**src/design/gdbp_pkg.sv**
```systemverilog
/*
 * Constants shared by the GPIO data bank port: register offsets inside the
 * power event runtime block, configuration field positions, reset values and
 * the slot map that ties bank and bit to a pin.
 * Assumes offsets are byte offsets relative to the block base, decoded upstream.
 */
package gdbp_pkg;

    // ==========================================================
    // Geometry
    localparam int BANKS = 6;
    localparam int SLOTS = 48;

    // ==========================================================
    // Data bank offsets
    localparam logic [7:0] OFF_DATA_BANK1 = 8'h4B;
    localparam logic [7:0] OFF_DATA_BANK2 = 8'h4C;
    localparam logic [7:0] OFF_DATA_BANK3 = 8'h4D;
    localparam logic [7:0] OFF_DATA_BANK4 = 8'h4E;
    localparam logic [7:0] OFF_DATA_BANK5 = 8'h4F;
    localparam logic [7:0] OFF_DATA_BANK6 = 8'h50;

    // ==========================================================
    // First configuration offset of each bank; slot i of a bank is base + bit
    localparam logic [7:0] OFF_CFG_BANK1 = 8'h23;
    localparam logic [7:0] OFF_CFG_BANK2 = 8'h2B;
    localparam logic [7:0] OFF_CFG_BANK3 = 8'h33;
    localparam logic [7:0] OFF_CFG_BANK4 = 8'h3B;
    localparam logic [7:0] OFF_CFG_BANK5 = 8'h3F;
    localparam logic [7:0] OFF_CFG_BANK6 = 8'h47;

    // ==========================================================
    // Configuration fields
    localparam int CFG_DIR_BIT = 0;
    localparam int CFG_POL_BIT = 1;
    localparam int CFG_FSEL_LO = 2;
    localparam int CFG_FSEL_HI = 3;
    localparam int CFG_OD_BIT = 7;
    localparam logic [7:0] CFG_RESET_INPUT = 8'h01;
    localparam logic [7:0] CFG_RESET_OUT_LOW = 8'h00;
    localparam logic [7:0] CFG_RESET_ALT1_IN = 8'h05;
    localparam logic [7:0] CFG_RESET_ALT1_OUT = 8'h04;
    localparam logic DATA_RESET = 1'b0;

    // ==========================================================
    // Slot map (slot = 8 * bank_index + bit)
    localparam logic [47:0] SLOT_VALID = 48'h03FF_0FFF_F7FF;
    // Either-edge capable slots: 9, 10, 25, 27, 40 and 41
    localparam logic [47:0] SLOT_EITHER_EDGE = 48'h0300_0A00_0600;
    localparam int SLOT_DRIVE_DENSITY0 = 24;
    localparam int SLOT_DRIVE_DENSITY1 = 25;
    localparam int SLOT_SERIAL2_FIRST = 32;
    localparam int SLOT_SERIAL2_TXD = 35;
    localparam int SLOT_FAN_CTRL2 = 18;
    localparam int SLOT_FAN_CTRL1 = 19;
    localparam int SLOT_IR_RX = 20;
    localparam int SLOT_IR_TX = 21;

    function automatic logic [7:0] gdbp_data_off(input int bank);
        case (bank)
            0: gdbp_data_off = OFF_DATA_BANK1;
            1: gdbp_data_off = OFF_DATA_BANK2;
            2: gdbp_data_off = OFF_DATA_BANK3;
            3: gdbp_data_off = OFF_DATA_BANK4;
            4: gdbp_data_off = OFF_DATA_BANK5;
            default: gdbp_data_off = OFF_DATA_BANK6;
        endcase
    endfunction

    function automatic logic [7:0] gdbp_cfg_off(input int slot);
        logic [7:0] base;
        case (slot / 8)
            0: base = OFF_CFG_BANK1;
            1: base = OFF_CFG_BANK2;
            2: base = OFF_CFG_BANK3;
            3: base = OFF_CFG_BANK4;
            4: base = OFF_CFG_BANK5;
            default: base = OFF_CFG_BANK6;
        endcase
        gdbp_cfg_off = base + 8'(slot % 8);
    endfunction

    function automatic logic [7:0] gdbp_cfg_reset(input int slot);
        case (slot)
            SLOT_FAN_CTRL2, SLOT_FAN_CTRL1, SLOT_SERIAL2_TXD: gdbp_cfg_reset = CFG_RESET_OUT_LOW;
            SLOT_IR_RX: gdbp_cfg_reset = CFG_RESET_ALT1_IN;
            SLOT_IR_TX: gdbp_cfg_reset = CFG_RESET_ALT1_OUT;
            default: gdbp_cfg_reset = CFG_RESET_INPUT;
        endcase
    endfunction

endpackage

```
**src/design/gdbp_pin_cell.sv**
```systemverilog
/*
 * One GPIO pin: its data bit, its configuration byte and its pad drive.
 * Assumes register strobes last one cycle and the pad input is already
 * synchronous to ref_clk.
 */
`timescale 1ns/100ps
module gdbp_pin_cell
    import gdbp_pkg::*;
#(
    parameter logic VALID = 1'b1,
    parameter logic [7:0] CFG_RST = 8'h01
)
(
    input wire logic ref_clk,
    input wire logic rst_n,
    input wire logic data_hit,
    input wire logic cfg_hit,
    input wire logic reg_rd,
    input wire logic reg_wr,
    input wire logic wdata_bit,
    input wire logic [7:0] wdata,
    input wire logic pin_in,
    input wire logic alt_out,
    input wire logic alt_oe,
    output logic data_rd,
    output logic [7:0] cfg_rd,
    output logic pin_out,
    output logic pin_oe
);

    logic [7:0] cfg_q, cfg_d;
    logic data_q, data_d;
    logic out_q, out_d, oe_q, oe_d;
    logic is_in, pol, alt, val, drv;

    // ==========================================================
    // Next state
    always_comb
    begin
        is_in = cfg_q[CFG_DIR_BIT];
        pol = cfg_q[CFG_POL_BIT];
        alt = |cfg_q[CFG_FSEL_HI:CFG_FSEL_LO];
        cfg_d = cfg_q;
        data_d = data_q;
        if (VALID && cfg_hit && reg_wr)
        begin
            cfg_d = wdata;
        end
        if (VALID && data_hit && (reg_rd || reg_wr))
        begin
            if (is_in)
                data_d = pin_in ^ pol;
            else if (reg_wr)
                data_d = wdata_bit;
        end
        // Alternate function owns the pad when bits 3:2 are non-zero
        val = alt ? (alt_out ^ pol) : (data_q ^ pol);
        drv = alt ? alt_oe : ~is_in;
        out_d = VALID && !cfg_q[CFG_OD_BIT] && val;
        oe_d = VALID && drv && (!cfg_q[CFG_OD_BIT] || !val);
        // Input reads show the pin as seen in this cycle, same as what is latched
        data_rd = VALID && (is_in ? (pin_in ^ pol) : data_q);
        cfg_rd = VALID ? cfg_q : 8'h00;
    end

    always_ff @(posedge ref_clk)
    begin
        if (!rst_n)
        begin
            cfg_q <= CFG_RST;
            data_q <= DATA_RESET;
            out_q <= 1'b0;
            oe_q <= 1'b0;
        end
        else
        begin
            cfg_q <= cfg_d;
            data_q <= data_d;
            out_q <= out_d;
            oe_q <= oe_d;
        end
    end

    assign pin_out = out_q;
    assign pin_oe = oe_q;

endmodule

```
**src/design/gdbp_port.sv**
```systemverilog
/*
 * GPIO data bank port: six data bank registers and one configuration byte per
 * pin, reached through the byte register port of the power event runtime block.
 * Assumes reg_addr is already the offset from the block base and that reg_rd and
 * reg_wr are one-cycle strobes. Alternate function logic sits outside.
 */
//
// Function
// - Every pin has one data bit and its own eight-bit configuration register.
// - Data bits are packed into six eight-bit banks, one bit position per pin.
// - Reading the data bit of an input pin returns the pin's present level.
// - An output pin is driven with the value software wrote to its data bit.
// - An input pin's data bit is latched on every read and write of its bank; an output pin's only on writes.
// - Registers decode as offsets from the runtime block base, banks at 4B to 50 hex.
// - Bank four bit 1 is the drive density select 1 pin, also either-edge capable.
// - Bank five bits 0 to 7 are serial port 2 modem lines, bit 3 being transmit data.
// - Bank four bit 0 at offset 4E hex is the drive density select 0 pin.
// - Config bit 0 sets direction, bit 1 polarity, bit 7 open drain versus push-pull.
// - Config bits 3 and 2 choose between the default and alternate functions.
// - Writing the data bit of an input pin changes neither pin nor read value.
// - Reading the data bit of an output pin returns the last value written.
`timescale 1ns/100ps
module gdbp_port
    import gdbp_pkg::*;
(
    input wire logic ref_clk,
    input wire logic rst_n,
    input wire logic [7:0] reg_addr,
    input wire logic reg_rd,
    input wire logic reg_wr,
    input wire logic [7:0] reg_wdata,
    output logic [7:0] reg_rdata,
    input wire logic [47:0] pin_in,
    input wire logic [47:0] alt_out,
    input wire logic [47:0] alt_oe,
    output logic [47:0] pin_out,
    output logic [47:0] pin_oe,
    output logic [47:0] either_edge_capable
)
;

    logic [47:0] data_rd;
    logic [7:0] cfg_rd [SLOTS];
    logic [BANKS-1:0] bank_hit;
    logic [47:0] cfg_hit;
    logic [7:0] rdata_q, rdata_d;
    logic [47:0] ee_q;

    // ==========================================================
    // Pin cells
    genvar gs;
    generate
        for (gs = 0; gs < SLOTS; gs++)
        begin : g_slot
            // Reserved positions get an inert cell, so they read zero and ignore writes
            gdbp_pin_cell #(
                .VALID(SLOT_VALID[gs]),
                .CFG_RST(gdbp_cfg_reset(gs))
            ) u_cell (
                .ref_clk(ref_clk),
                .rst_n(rst_n),
                .data_hit(bank_hit[gs / 8]),
                .cfg_hit(cfg_hit[gs]),
                .reg_rd(reg_rd),
                .reg_wr(reg_wr),
                .wdata_bit(reg_wdata[gs % 8]),
                .wdata(reg_wdata),
                .pin_in(pin_in[gs]),
                .alt_out(alt_out[gs]),
                .alt_oe(alt_oe[gs]),
                .data_rd(data_rd[gs]),
                .cfg_rd(cfg_rd[gs]),
                .pin_out(pin_out[gs]),
                .pin_oe(pin_oe[gs])
            );
            assign cfg_hit[gs] = SLOT_VALID[gs] && (reg_addr == gdbp_cfg_off(gs));
        end
        for (gs = 0; gs < BANKS; gs++)
        begin : g_bank
            // Bank 4 sits at 4E: bit 0 drive density 0, bit 1 drive density 1
            // Bank 5 carries serial port 2 modem lines, transmit data on bit 3
            assign bank_hit[gs] = reg_addr == gdbp_data_off(gs);
        end
    endgenerate

    // ==========================================================
    // Read data, registered one cycle after the strobe
    always_comb
    begin
        rdata_d = rdata_q;
        if (reg_rd)
        begin
            rdata_d = 8'h00;
            for (int b = 0; b < BANKS; b++)
            begin
                if (bank_hit[b])
                    rdata_d = data_rd[b * 8 +: 8];
            end
            for (int s = 0; s < SLOTS; s++)
            begin
                if (cfg_hit[s])
                    rdata_d = cfg_rd[s];
            end
        end
    end

    always_ff @(posedge ref_clk)
    begin
        if (!rst_n)
        begin
            rdata_q <= 8'h00;
            ee_q <= 48'h0000_0000_0000;
        end
        else
        begin
            rdata_q <= rdata_d;
            ee_q <= SLOT_EITHER_EDGE;
        end
    end

    assign reg_rdata = rdata_q;
    assign either_edge_capable = ee_q;

endmodule
```
**config.mk**
```make
export PLATFORM = sky130hd
export DESIGN_NAME = gdbp_port
export DESIGN_NICKNAME = d
export VERILOG_FILES = /design/src/design/gdbp_pkg.sv /design/src/design/gdbp_pin_cell.sv /design/src/design/gdbp_port.sv
export SDC_FILE = /design/constraint.sdc
export NUM_CORES = 1
export LEC_CHECK = 0
export BUFFER_PORTS_ARGS = -buffer_cell sky130_fd_sc_hd__buf_2
export CAP_MARGIN = 25
export CELL_PAD_IN_SITES_DETAIL_PLACEMENT = 2
export CELL_PAD_IN_SITES_GLOBAL_PLACEMENT = 2
export CORE_MARGIN = 4
export CORE_UTILIZATION = 36
export DETAILED_ROUTE_END_ITERATION = 16
export PLACE_DENSITY_LB_ADDON = 0.1
export SLEW_MARGIN = 25
export SYNTH_ARGS = -nofsm -noshare
export SYNTH_HDL_FRONTEND = slang
export SYNTH_SLANG_ARGS = --single-unit
```
**constraint.sdc**
```tcl
create_clock -name ref_clk -period 6.6 [get_ports ref_clk]
set_input_delay 1.32 -clock ref_clk [delete_from_list [all_inputs] [get_ports ref_clk]]
set_output_delay 1.32 -clock ref_clk [all_outputs]
set_load 0.03 [all_outputs]
```
* Yosys cells after proc, flatten, opt, wreduce, memory -nomap -nowiden
Cells that the tools add are included.
Storage, ports and cells: memories kept 0, bits in latches 0, bits in read-only memories 0, word-level logic and storage cells 881, output and inout bits 152, bits in writable memories 0, register bits after elaboration 463
Operators by class: reductions and logical operators 340, mux-type cells 200, eq/ne operators 43, shifts and indexed selects 0, add/sub/neg operators 0, bitwise gates (word level) 148, $lt $le $gt $ge 0, div/mod/pow operators 0, multipliers 0
Operator list (count):
- 8-bit 2-to-1 mux | 43
- 8-bit by 6-bit equality test with 1-bit output, second input constant | 28
- 1-bit 2-to-1 mux | 156
- 8-bit by 7-bit equality test with 1-bit output, second input constant | 15
- 1-bit logical AND | 117
- 1-bit bitwise XOR | 111
- 1-bit logical NOT | 74
- 2-bit AND reduction | 37
- 2-bit nonzero test | 37
- 2-bit OR reduction | 37
- 42-bit 2-to-1 mux | 1
- 1-bit logical OR | 38
- 1-bit NOT | 37

* Depth between registers and ports, before layout
Gate-level depths: netlist (run 1).
depth after elaboration 45, gate-level depth with buffers 12, gate-level depth less buffers 7

* Hierarchy
From an unflattened synthesis (run 1), not the netlist that was laid out.
Unflattened totals: cell total of the unflattened synthesis 3047, area total of the unflattened synthesis 22983.3 sq um
Modules (own cells, without submodules):
- gdbp_pin_cell at g_slot[0].u_cell ... | instances 36, area an instance 457.9 sq um, seq. area each 220.2 sq um, cells each 57
- gdbp_port | instances 1, area an instance 5098.6 sq um, seq. area each 180.2 sq um, cells each 806
- gdbp_pin_cell at g_slot[11].u_cell ... | instances 11, area an instance 86.3 sq um, seq. area each 0.0 sq um, cells each 12
- gdbp_pin_cell at g_slot[20].u_cell | instances 1, area an instance 449.2 sq um, seq. area each 220.2 sq um, cells each 57

* Least setup slack after synthesis (run 1)
Ideal clock, no wire load.
kind input to register, start input port reg_addr[3], end register rdata_q[0] (netlist: reg_rdata[0]), slack 3.438 ns, data required time 6.485 ns, stages 10, arrival 3.048 ns, path buffers 4, path through buf_4 -> buf_6 -> buf_6 -> buf_2 -> nor2_1 -> nand2_1 -> nor2_2 -> o32ai_4 -> or3_1 -> o21a_1
Between the ends: word-level cells in the longest chain between the ends 44
Ends and longest elaborated chain:
- from (decl) | RTL line gdbp_port.sv:28 | input wire logic [7:0] reg_addr,
- 8-bit by 7-bit equality test with 1-bit output | RTL line gdbp_port.sv:82 | assign bank_hit[gs] = reg_addr == gdbp_data_off(gs);
- 8-bit 2-to-1 mux (6 in series) | RTL line gdbp_port.sv:96 | if (bank_hit[b])
- 8-bit 2-to-1 mux (36 in series) | RTL line gdbp_port.sv:101 | if (cfg_hit[s])
- 8-bit 2-to-1 mux (*) | RTL line gdbp_port.sv:101
- to (signal assigned) | RTL line gdbp_port.sv:116 | rdata_q <= rdata_d;
- to (decl) | RTL line gdbp_port.sv:46 | logic [7:0] rdata_q, rdata_d;
Every way passes the cells marked *; elsewhere a longest branch is shown, timed or not. A chain may end at the register's enable or synchronous reset.

* Worst setup path in the final report (run 1)
start input port reg_addr[0], end register rdata_q[3] (netlist: reg_rdata[3])
The elaborated chain is that of the path after synthesis.

==> results of run 1 <==
==> kinds of logic (layout without fill, tap and decap cells) <==
kind of cell              count (synthesis)  count (layout)  share of synthesized area [%]
and+or+nand+nor                        1144            1144                           24.4
AOI/OAI and AO/OA                       776             776                           21.0
DFF                                     416             416                           37.5
buffers and inverters                   389             409                           9.68
muxes                                    99              99                           4.56
xor gates and xnor gates                 74              74                           2.92
other                                     1              66                         0.0169
==> sequential cells by signal, summed over array words and instances (netlist names) <==
signal / cells
g_slot.u_cell.pin_out: 37
g_slot.u_cell.pin_oe: 37
g_slot.u_cell.cfg_rd: 296
g_slot.u_cell.data_q: 37
either_edge_capable: 1
reg_rdata: 8
==> power breakdown <==
part	switching (mW)	total, mW	internal, mW
Sequential	0.00863	2.53	2.52
Combinational	0.418	0.544	0.126
Clock	1.21	2.94	1.73
==> metal layers <==
layer / vias up / wire length (um) / track usage [%]
met1: 11900 / 48200 / 43.9
met2: 961 / 52100 / 53.5
li1: 10200 / - / -
met3: 240 / 8200 / 5.44
met5: - / 19 / 0
met4: 2 / 5100 / 13.3
==> path summary, 6_finish.rpt <==
check | startpoint | to | depth (start not counted)
min reg2reg | g_slot[3].u_cell.cfg_rd[6]$_SDFFE_PN0P_ | g_slot[3].u_cell.cfg_rd[6]$_SDFFE_PN0P_ | 2
max | reg_addr[0] | reg_rdata[3]$_SDFFE_PN0P_ | 10
max reg2reg | g_slot[3].u_cell.cfg_rd[1]$_SDFFE_PN0P_ | reg_rdata[3]$_SDFFE_PN0P_ | 7
min | g_slot[3].u_cell.cfg_rd[6]$_SDFFE_PN0P_ | g_slot[3].u_cell.cfg_rd[6]$_SDFFE_PN0P_ | 2
==> final cells by class <==
type / count / area share [%]
multi-input cells: 2157 / 48.3
flip-flops and latches: 416 / 33.5
repair buffers: 308 / 7.26
clock buffers: 79 / 6.25
well taps: 782 / 3.93
clock inverters: 14 / 0.609
inverters: 8 / 0.151
diodes: 2 / 0.0201
==> per-stage QoR <==
step | instance area [sq um] | hold WS (ns) | setup WS [ns]
final | 24900 | 0.458 | 2.16
after detailed placement | 23200 | 0.452 | 1.81
after floorplan | 22500 | 0.429 | 3.44
after global placement | 23100 | 0.438 | 1.82
after CTS | 24900 | 0.460 | 2.41
after global routing | 24900 | 0.479 | 2.11
==> worst register-to-register path: stages, from the launching register on <==
cell and delay (ns):
dfxtp_1 0.49, xnor2_1 0.15, a211oi_1 0.99, nor4_1 0.16
o22ai_1 0.27, a221oi_1 0.20, o41ai_1 0.52, a22o_1 0.20
==> cells in the final DEF (no fill, tap or decap), types with 9 or more instances in the layout <==
cell type,Yosys,routed
a221oi_1,13,13
xnor2_1,74,74
dfxtp_1,416,416
nand4_1,11,11
a21oi_1,366,366
conb_1,1,64
o211ai_1,52,52
o22ai_1,33,33
nand3_1,300,300
a22oi_1,11,11
a31oi_1,19,19
buf_2,42,215
o221ai_1,16,16
nor2_1,199,198
buf_4,152,90
nor3b_1,42,42
clkbuf_16,0,53
clkbuf_1,162,13
clkbuf_8,0,14
clkinv_2,0,9
o21ai_0,148,148
nand2_1,446,446
or3_1,34,34
nand2b_1,13,13
nor3_1,20,20
a211oi_1,25,24
mux2i_1,90,90
==> flow_summary.html, run 1 <==
<table>
<tr><th>Metric</th><th>Value</th></tr>
<tr><th colspan="2">Detailed routing</th></tr>
<tr><td>WL per Instance</td><td>30.2 um</td></tr>
<tr><td>Total via count after detailed routing</td><td>roughly 23000</td></tr>
<tr><td>Drt pass-1 iters</td><td>6</td></tr>
<tr><td>Final ANT Viol Nets</td><td>0</td></tr>
<tr><td>Remaining routing DRC violations</td><td>0</td></tr>
<tr><td>DR vias/cell</td><td>a little over 6</td></tr>
<tr><td>Iteration-0 DRC count of the detailed router</td><td>2055</td></tr>
<tr><td>Post-Route WL</td><td>114000 um</td></tr>
<tr><th colspan="2">Timing</th></tr>
<tr><td>Clk_skew</td><td>~0.028 ns</td></tr>
<tr><td>RSZ-0062 raised after global routing</td><td>false</td></tr>
<tr><td>Worst slew slack as a fraction of its limit</td><td>21.3%</td></tr>
<tr><td>Measured slew at the worst slew-check pin</td><td>1.17 ns</td></tr>
<tr><td>Setup tns final</td><td>0 ns</td></tr>
<tr><td>Number of failing setup endpoints in the final timing report</td><td>0</td></tr>
<tr><td>Final Max Tran Viols</td><td>0</td></tr>
<tr><td>Total count of hold-check failures in the final report</td><td>0</td></tr>
<tr><td>Tcrit/Tclk final</td><td>67.3%</td></tr>
<tr><td>Achievable frequency</td><td>225 MHz</td></tr>
<tr><td>Post-layout minimum cycle time</td><td>4.44 ns</td></tr>
<tr><th colspan="2">Critical path</th></tr>
<tr><td>Worst path required time</td><td>7.15 ns</td></tr>
<tr><td>Slowest library cell on the worst path</td><td>a211oi_1</td></tr>
<tr><td>Critical path capture point type</td><td>register</td></tr>
<tr><td>List of cells traversed by the critical path</td><td>buf_2, buf_4, nand4b_1, buf_4, a211oi_1, nor4_1, o22ai_1, a221oi_1, o41ai_1, a22o_1</td></tr>
<tr><td>Worst path most repeated cell</td><td>buf_4</td></tr>
<tr><td>Nature of the critical path startpoint</td><td>input port</td></tr>
<tr><td>Worst path bufs/invs</td><td>3</td></tr>
<tr><td>Data arrival time of the critical path</td><td>4.99 ns</td></tr>
<tr><td>Stage delay of the slowest cell on the critical path</td><td>0.93 ns</td></tr>
<tr><td>Worst-case register-to-register setup slack</td><td>3.57 ns</td></tr>
<tr><td>Crit Path Class</td><td>in -&gt; reg</td></tr>
<tr><td>Crit Path Max Fanout</td><td>23</td></tr>
<tr><td>Critical path's top delay family</td><td>compound AO/OA/AOI/OAI gates</td></tr>
<tr><th colspan="2">Clock network</th></tr>
<tr><td>Clock slew seen by the registers of the worst setup and hold paths</td><td>0.06 ns</td></tr>
<tr><td>Num Clock Sinks</td><td>416</td></tr>
<tr><td>CTS Root Cell</td><td>clkbuf_16</td></tr>
<tr><td>Number of CTS-inserted buffers</td><td>52</td></tr>
<tr><td>Clock latency of the later-clocked register in the worst-skew pair</td><td>0.62 ns</td></tr>
<tr><td>TritonCTS clock tree</td><td>yes</td></tr>
<tr><td>Hold buffers post-CTS</td><td>0</td></tr>
<tr><td>Maximum number of buffers from clock root to sink</td><td>3</td></tr>
<tr><td>Total of cells resized after clock tree synthesis</td><td>0</td></tr>
<tr><td>H-tree level count</td><td>2</td></tr>
<tr><td>Postcts setup bufs</td><td>0</td></tr>
<tr><th colspan="2">Synth</th></tr>
<tr><td>Most used standard cell by instance count after synthesis</td><td>nand2_1</td></tr>
<tr><td>Area of the mapped netlist</td><td>22200 sq um</td></tr>
<tr><td>Unique masters post-synth</td><td>88</td></tr>
<tr><td>Cell count after synthesis</td><td>2899</td></tr>
<tr><td>Largest cells by area after synthesis</td><td>dfxtp_1 (37%), a21oi_1 (8.2%), nand2_1 (7.5%)</td></tr>
<tr><td>Mean instance size in the synthesized netlist</td><td>7.67 sq um</td></tr>
<tr><td>Number of enable flip-flop cells after synthesis</td><td>0</td></tr>
<tr><td>Async set or reset register ratio after synthesis</td><td>0%</td></tr>
<tr><td>Top cells by count, synth</td><td>nand2_1 (446), dfxtp_1 (416), a21oi_1 (366)</td></tr>
<tr><td>Total of flip-flops plus latches after synthesis</td><td>about 420</td></tr>
<tr><td>Yosys top cell by area</td><td>dfxtp_1</td></tr>
<tr><td>Area share of the largest cell type after synthesis</td><td>between 30% and 40%</td></tr>
<tr><td>Synth warn</td><td>0</td></tr>
<tr><td>Part of the Yosys area used for sequential elements</td><td>37.5%</td></tr>
<tr><td>Main flop type after synthesis</td><td>dfxtp_1</td></tr>
<tr><th colspan="2">GRT</th></tr>
<tr><td>Global route overflow</td><td>0</td></tr>
<tr><td>Global router's overall resource usage</td><td>33.0%</td></tr>
<tr><td>Wire length of the first global-routing pass</td><td>about 170000 um</td></tr>
<tr><td>Number of global-route vias before repair</td><td>24200</td></tr>
<tr><td>Pin count of the biggest net entering global routing</td><td>between 150 and 200</td></tr>
<tr><td>Initial antenna violation count</td><td>3</td></tr>
<tr><th colspan="2">Job</th></tr>
<tr><td>Number of maximum-capacitance violations</td><td>0</td></tr>
<tr><th colspan="2">Power and ir drop</th></tr>
<tr><td>Power per Cell Area</td><td>242 nW/um^2</td></tr>
<tr><td>Static leakage</td><td>between 9 and 10 nW</td></tr>
<tr><td>Maximum VDD drop</td><td>173 uV</td></tr>
<tr><td>Overall Power</td><td>6.01 mW</td></tr>
<tr><th colspan="2">Placement</th></tr>
<tr><td>Placed wire-length estimate after detailed placement</td><td>81900 um</td></tr>
<tr><td>Last weighted congestion value of the routability-driven placer</td><td>1.00</td></tr>
<tr><td># placed instances</td><td>3670</td></tr>
<tr><td>Port Buf Inserts</td><td>218</td></tr>
<tr><th colspan="2">Floorplan</th></tr>
<tr><td>Die extent in y</td><td>approximately 260 um</td></tr>
<tr><td>X dimension of the die</td><td>between 200 and 300 um</td></tr>
<tr><td>Initial standard-cell utilization of the core</td><td>36.6%</td></tr>
<tr><td>Area enclosed by the die boundary</td><td>around 66000 sq um</td></tr>
<tr><td>Area of the placeable core</td><td>about 61000 sq um</td></tr>
<tr><td>Rows</td><td>90</td></tr>
<tr><td>I/O pin total</td><td>316</td></tr>
<tr><th colspan="2">Cells and area</th></tr>
<tr><td>Layout overhead on the synthesized area</td><td>11.9%</td></tr>
<tr><td>Fill cell total of the finished layout</td><td>between 6000 and 7000</td></tr>
<tr><td>Area taken by flip-flops and latches</td><td>8330 sq um</td></tr>
<tr><td>Fraction of final layout cells sized beyond drive strength 1</td><td>approximately 14%</td></tr>
<tr><td>Footprint of the multi-input gates</td><td>around 12000 sq um</td></tr>
<tr><td>Core Util, Final</td><td>about two fifths</td></tr>
<tr><td>Layout Cells excl Fill</td><td>3766</td></tr>
<tr><td>Post-layout nets</td><td>3107</td></tr>
<tr><th colspan="2">Status</th></tr>
<tr><td>Outcome</td><td>completed</td></tr>
<tr><th colspan="2">Hold path</th></tr>
<tr><td>Worst min-delay path class</td><td>reg -&gt; reg</td></tr>
</table>
(Power assumes the default switching activity.)
==> inputs of run 2 (changes only) <==
--- a/config.mk
+++ b/config.mk
@@ -10,7 +10,7 @@
 export CELL_PAD_IN_SITES_DETAIL_PLACEMENT = 2
 export CELL_PAD_IN_SITES_GLOBAL_PLACEMENT = 2
 export CORE_MARGIN = 4
-export CORE_UTILIZATION = 36
+export CORE_UTILIZATION = 30
 export DETAILED_ROUTE_END_ITERATION = 16
 export PLACE_DENSITY_LB_ADDON = 0.1
 export SLEW_MARGIN = 25
==> constraint.sdc (replaced) <==
create_clock -name ref_clk -period 3.96 [get_ports ref_clk]
set_input_delay 0.792 -clock ref_clk [delete_from_list [all_inputs] [get_ports ref_clk]]
set_output_delay 0.792 -clock ref_clk [all_outputs]
set_load 0.03 [all_outputs]
==> run 2 against run 1 <==
Against the previous run:
- hold slack gained 0.0019 ns
- register-to-register slack got worse by 2.4 ns
- non-clock buffer count grew 152
- sequential share of layout area down 2.0 points
- power is 71% higher
- largest cell class unchanged
- largest power group unchanged
==> flow_summary.html, run 2 (synthesis results as in run 1) <==
<table>
<tr><th>Metric</th><th>Value</th></tr>
<tr><th colspan="2">Timing</th></tr>
<tr><td>Measured slew at the worst slew-check pin</td><td>1.05 ns</td></tr>
<tr><td>Final Max Tran Viols</td><td>0</td></tr>
<tr><td>Number of failing setup endpoints in the final timing report</td><td>0</td></tr>
<tr><td>Achievable frequency</td><td>324 MHz</td></tr>
<tr><td>Clk_skew</td><td>0.0206 ns</td></tr>
<tr><td>RSZ-0062 raised after global routing</td><td>false</td></tr>
<tr><td>Setup tns final</td><td>0 ns</td></tr>
<tr><td>Tcrit/Tclk final</td><td>between 70% and 80%</td></tr>
<tr><td>Total count of hold-check failures in the final report</td><td>0</td></tr>
<tr><td>Post-layout minimum cycle time</td><td>3.09 ns</td></tr>
<tr><td>Worst slew slack as a fraction of its limit</td><td>29.9%</td></tr>
<tr><th colspan="2">Detailed routing</th></tr>
<tr><td>WL per Instance</td><td>~30 um</td></tr>
<tr><td>Total via count after detailed routing</td><td>around 24000</td></tr>
<tr><td>Drt pass-1 iters</td><td>9</td></tr>
<tr><td>Iteration-0 DRC count of the detailed router</td><td>2009</td></tr>
<tr><td>Post-Route WL</td><td>123000 um</td></tr>
<tr><td>Final ANT Viol Nets</td><td>0</td></tr>
<tr><td>Remaining routing DRC violations</td><td>0</td></tr>
<tr><td>DR vias/cell</td><td>5.75</td></tr>
<tr><th colspan="2">Hold path</th></tr>
<tr><td>Worst hold path cell count</td><td>2</td></tr>
<tr><td>Worst min-delay path class</td><td>reg -&gt; reg</td></tr>
<tr><td>End of the worst hold path</td><td>g_slot[21].u_cell.cfg_rd[6]$_SDFFE_PN0P_</td></tr>
<tr><td>Beginning of the worst hold path</td><td>g_slot[21].u_cell.cfg_rd[6]$_SDFFE_PN0P_</td></tr>
<tr><th colspan="2">Power and ir drop</th></tr>
<tr><td>Maximum VDD drop</td><td>304 uV</td></tr>
<tr><td>Overall Power</td><td>between 10 and 15 mW</td></tr>
<tr><td>Power per Cell Area</td><td>389 nW/um^2</td></tr>
<tr><td>Static leakage</td><td>10.4 nW</td></tr>
<tr><th colspan="2">Clock network</th></tr>
<tr><td>Number of CTS-inserted buffers</td><td>53</td></tr>
<tr><td>Clock slew seen by the registers of the worst setup and hold paths</td><td>roughly 0.060 ns</td></tr>
<tr><td>Clock latency of the later-clocked register in the worst-skew pair</td><td>0.62 ns</td></tr>
<tr><td>CTS Root Cell</td><td>clkbuf_16</td></tr>
<tr><td>H-tree level count</td><td>2</td></tr>
<tr><td>Hold buffers post-CTS</td><td>0</td></tr>
<tr><td>Total of cells resized after clock tree synthesis</td><td>0</td></tr>
<tr><td>TritonCTS clock tree</td><td>yes</td></tr>
<tr><td>Postcts setup bufs</td><td>0</td></tr>
<tr><td>Maximum number of buffers from clock root to sink</td><td>3</td></tr>
<tr><td>Num Clock Sinks</td><td>416</td></tr>
<tr><th colspan="2">Floorplan</th></tr>
<tr><td>X dimension of the die</td><td>around 280 um</td></tr>
<tr><td>Area of the placeable core</td><td>73200 sq um</td></tr>
<tr><td>Initial standard-cell utilization of the core</td><td>30.4%</td></tr>
<tr><td>Area enclosed by the die boundary</td><td>between 70000 and 80000 sq um</td></tr>
<tr><td>Die extent in y</td><td>roughly 280 um</td></tr>
<tr><td>Rows</td><td>99</td></tr>
<tr><td>I/O pin total</td><td>316</td></tr>
<tr><th colspan="2">Cells and area</th></tr>
<tr><td>Layout overhead on the synthesized area</td><td>19.0%</td></tr>
<tr><td>Layout Cells excl Fill</td><td>4098</td></tr>
<tr><td>Most frequent standard cell in the layout excluding fill and tap cells</td><td>nand2_1</td></tr>
<tr><td>Fill cell total of the finished layout</td><td>~8400</td></tr>
<tr><td>Flip-flop count of the largest register, all copies and words added</td><td>296</td></tr>
<tr><td>Fraction of final layout cells sized beyond drive strength 1</td><td>18.6%</td></tr>
<tr><td>Post-layout nets</td><td>around 3300</td></tr>
<tr><td>Most frequent cells in the layout</td><td>nand2_1 (446), dfxtp_1 (416), a21oi_1 (366)</td></tr>
<tr><th colspan="2">Critical path</th></tr>
<tr><td>Crit Path Max Fanout</td><td>23</td></tr>
<tr><td>Crit Path Class</td><td>in -&gt; reg</td></tr>
<tr><td>Number of cells on the worst reg-to-reg path</td><td>10</td></tr>
<tr><td>Critical path capture point type</td><td>register</td></tr>
<tr><td>Launching point of the worst reg2reg path</td><td>g_slot[27].u_cell.cfg_rd[1]$_SDFFE_PN0P_</td></tr>
<tr><td>Nature of the critical path startpoint</td><td>input port</td></tr>
<tr><td>Data arrival time of the critical path</td><td>~3.6 ns</td></tr>
<tr><td>Worst-case register-to-register setup slack</td><td>1.20 ns</td></tr>
<tr><td>R2r endpoint</td><td>reg_rdata[3]$_SDFFE_PN0P_</td></tr>
<tr><td>Worst path required time</td><td>between 4 and 5 ns</td></tr>
<tr><th colspan="2">GRT</th></tr>
<tr><td>Pin count of the biggest net entering global routing</td><td>97</td></tr>
<tr><td>Initial antenna violation count</td><td>3</td></tr>
<tr><td>Wire length of the first global-routing pass</td><td>around 180000 um</td></tr>
<tr><td>Global route overflow</td><td>0</td></tr>
<tr><td>Global router's overall resource usage</td><td>30.4%</td></tr>
<tr><td>Number of global-route vias before repair</td><td>about 25000</td></tr>
<tr><th colspan="2">Status</th></tr>
<tr><td>Outcome</td><td>completed</td></tr>
<tr><th colspan="2">Placement</th></tr>
<tr><td>Placed wire-length estimate after detailed placement</td><td>93500 um</td></tr>
<tr><td>Port Buf Inserts</td><td>between 200 and 250</td></tr>
<tr><td># placed instances</td><td>4000</td></tr>
<tr><td>Last weighted congestion value of the routability-driven placer</td><td>0.954</td></tr>
<tr><th colspan="2">Job</th></tr>
<tr><td>Number of maximum-capacitance violations</td><td>0</td></tr>
</table>
run 2: cell count changes in the layout (fill, tap and decap cells not counted), sizes merged:
cell,before,now
buf,307,459
bufinv,3,5
clkinv,11,12
clkbuf,80,78
inv,7,9
run 2: worst max path at each step:
stage	startpoint	to	slack [ns]	cells past startpoint
CTS	reg_addr[0]	reg_rdata[7]$_SDFFE_PN0P_	0.95	12
detailed placement	reg_addr[0]	reg_rdata[7]$_SDFFE_PN0P_	0.31	12
floorplan	reg_addr[3]	reg_rdata[0]$_SDFFE_PN0P_	1.33	10
finish	reg_addr[0]	reg_rdata[7]$_SDFFE_PN0P_	0.87	12
global placement	reg_addr[0]	reg_rdata[7]$_SDFFE_PN0P_	0.35	12
global route	reg_addr[0]	reg_rdata[7]$_SDFFE_PN0P_	0.81	12
run 2: cell type report:
| cell class | count | area, sq um | area share, % |
|---|---|---|---|
| clock inverters | 19 | 238 | 0.899 |
| inverters | 8 | 37.5 | 0.142 |
| repair buffers | 460 | 3100 | 11.7 |
| clock buffers | 77 | 1540 | 5.82 |
| multi-input cells | 2157 | 12000 | 45.4 |
| diodes | 2 | 5.00 | 0.0189 |
| well taps | 959 | 1200 | 4.54 |
| flip-flops and latches | 416 | 8330 | 31.5 |
run 2: through the flow:
step	hold WS [ns]	cell area (sq um)	worst slack [ns]	utilization, %
floorplan	0.429	22500	1.33	-
global placement	0.437	24700	0.346	33.7
detailed placement	0.451	24700	0.313	33.7
CTS	0.455	26500	0.950	36.1
global route	0.484	26500	0.811	36.1
finish	0.460	26500	0.870	36.1
run 2: power breakdown:
group / internal [mW] / total, mW / leakage (nW) / switching, mW
Clock: 3.01 / 5.07 / 0.875 / 2.05
Combinational: 0.276 / 0.999 / 6.22 / 0.723
Sequential: 4.20 / 4.22 / 3.35 / 0.0151
run 2: critical path, stage by stage:
cell      delay [ns]
buf_2           0.19
buf_12          0.20
buf_4           0.17
nor4b_2         0.91
buf_4           0.27
a22o_1          0.12
a221oi_1        0.04
o21ai_0         0.28
a221oi_1        0.15
buf_4           0.18
o211a_1         0.20
a21oi_1         0.12
run 2: per-layer routing:
metal / global-route usage [%] / share of wire [%]
met5: 0 / 0
met1: 40.5 / 44
met4: 9.16 / 3.4
met3: 4.10 / 5.5
met2: 51.5 / 47
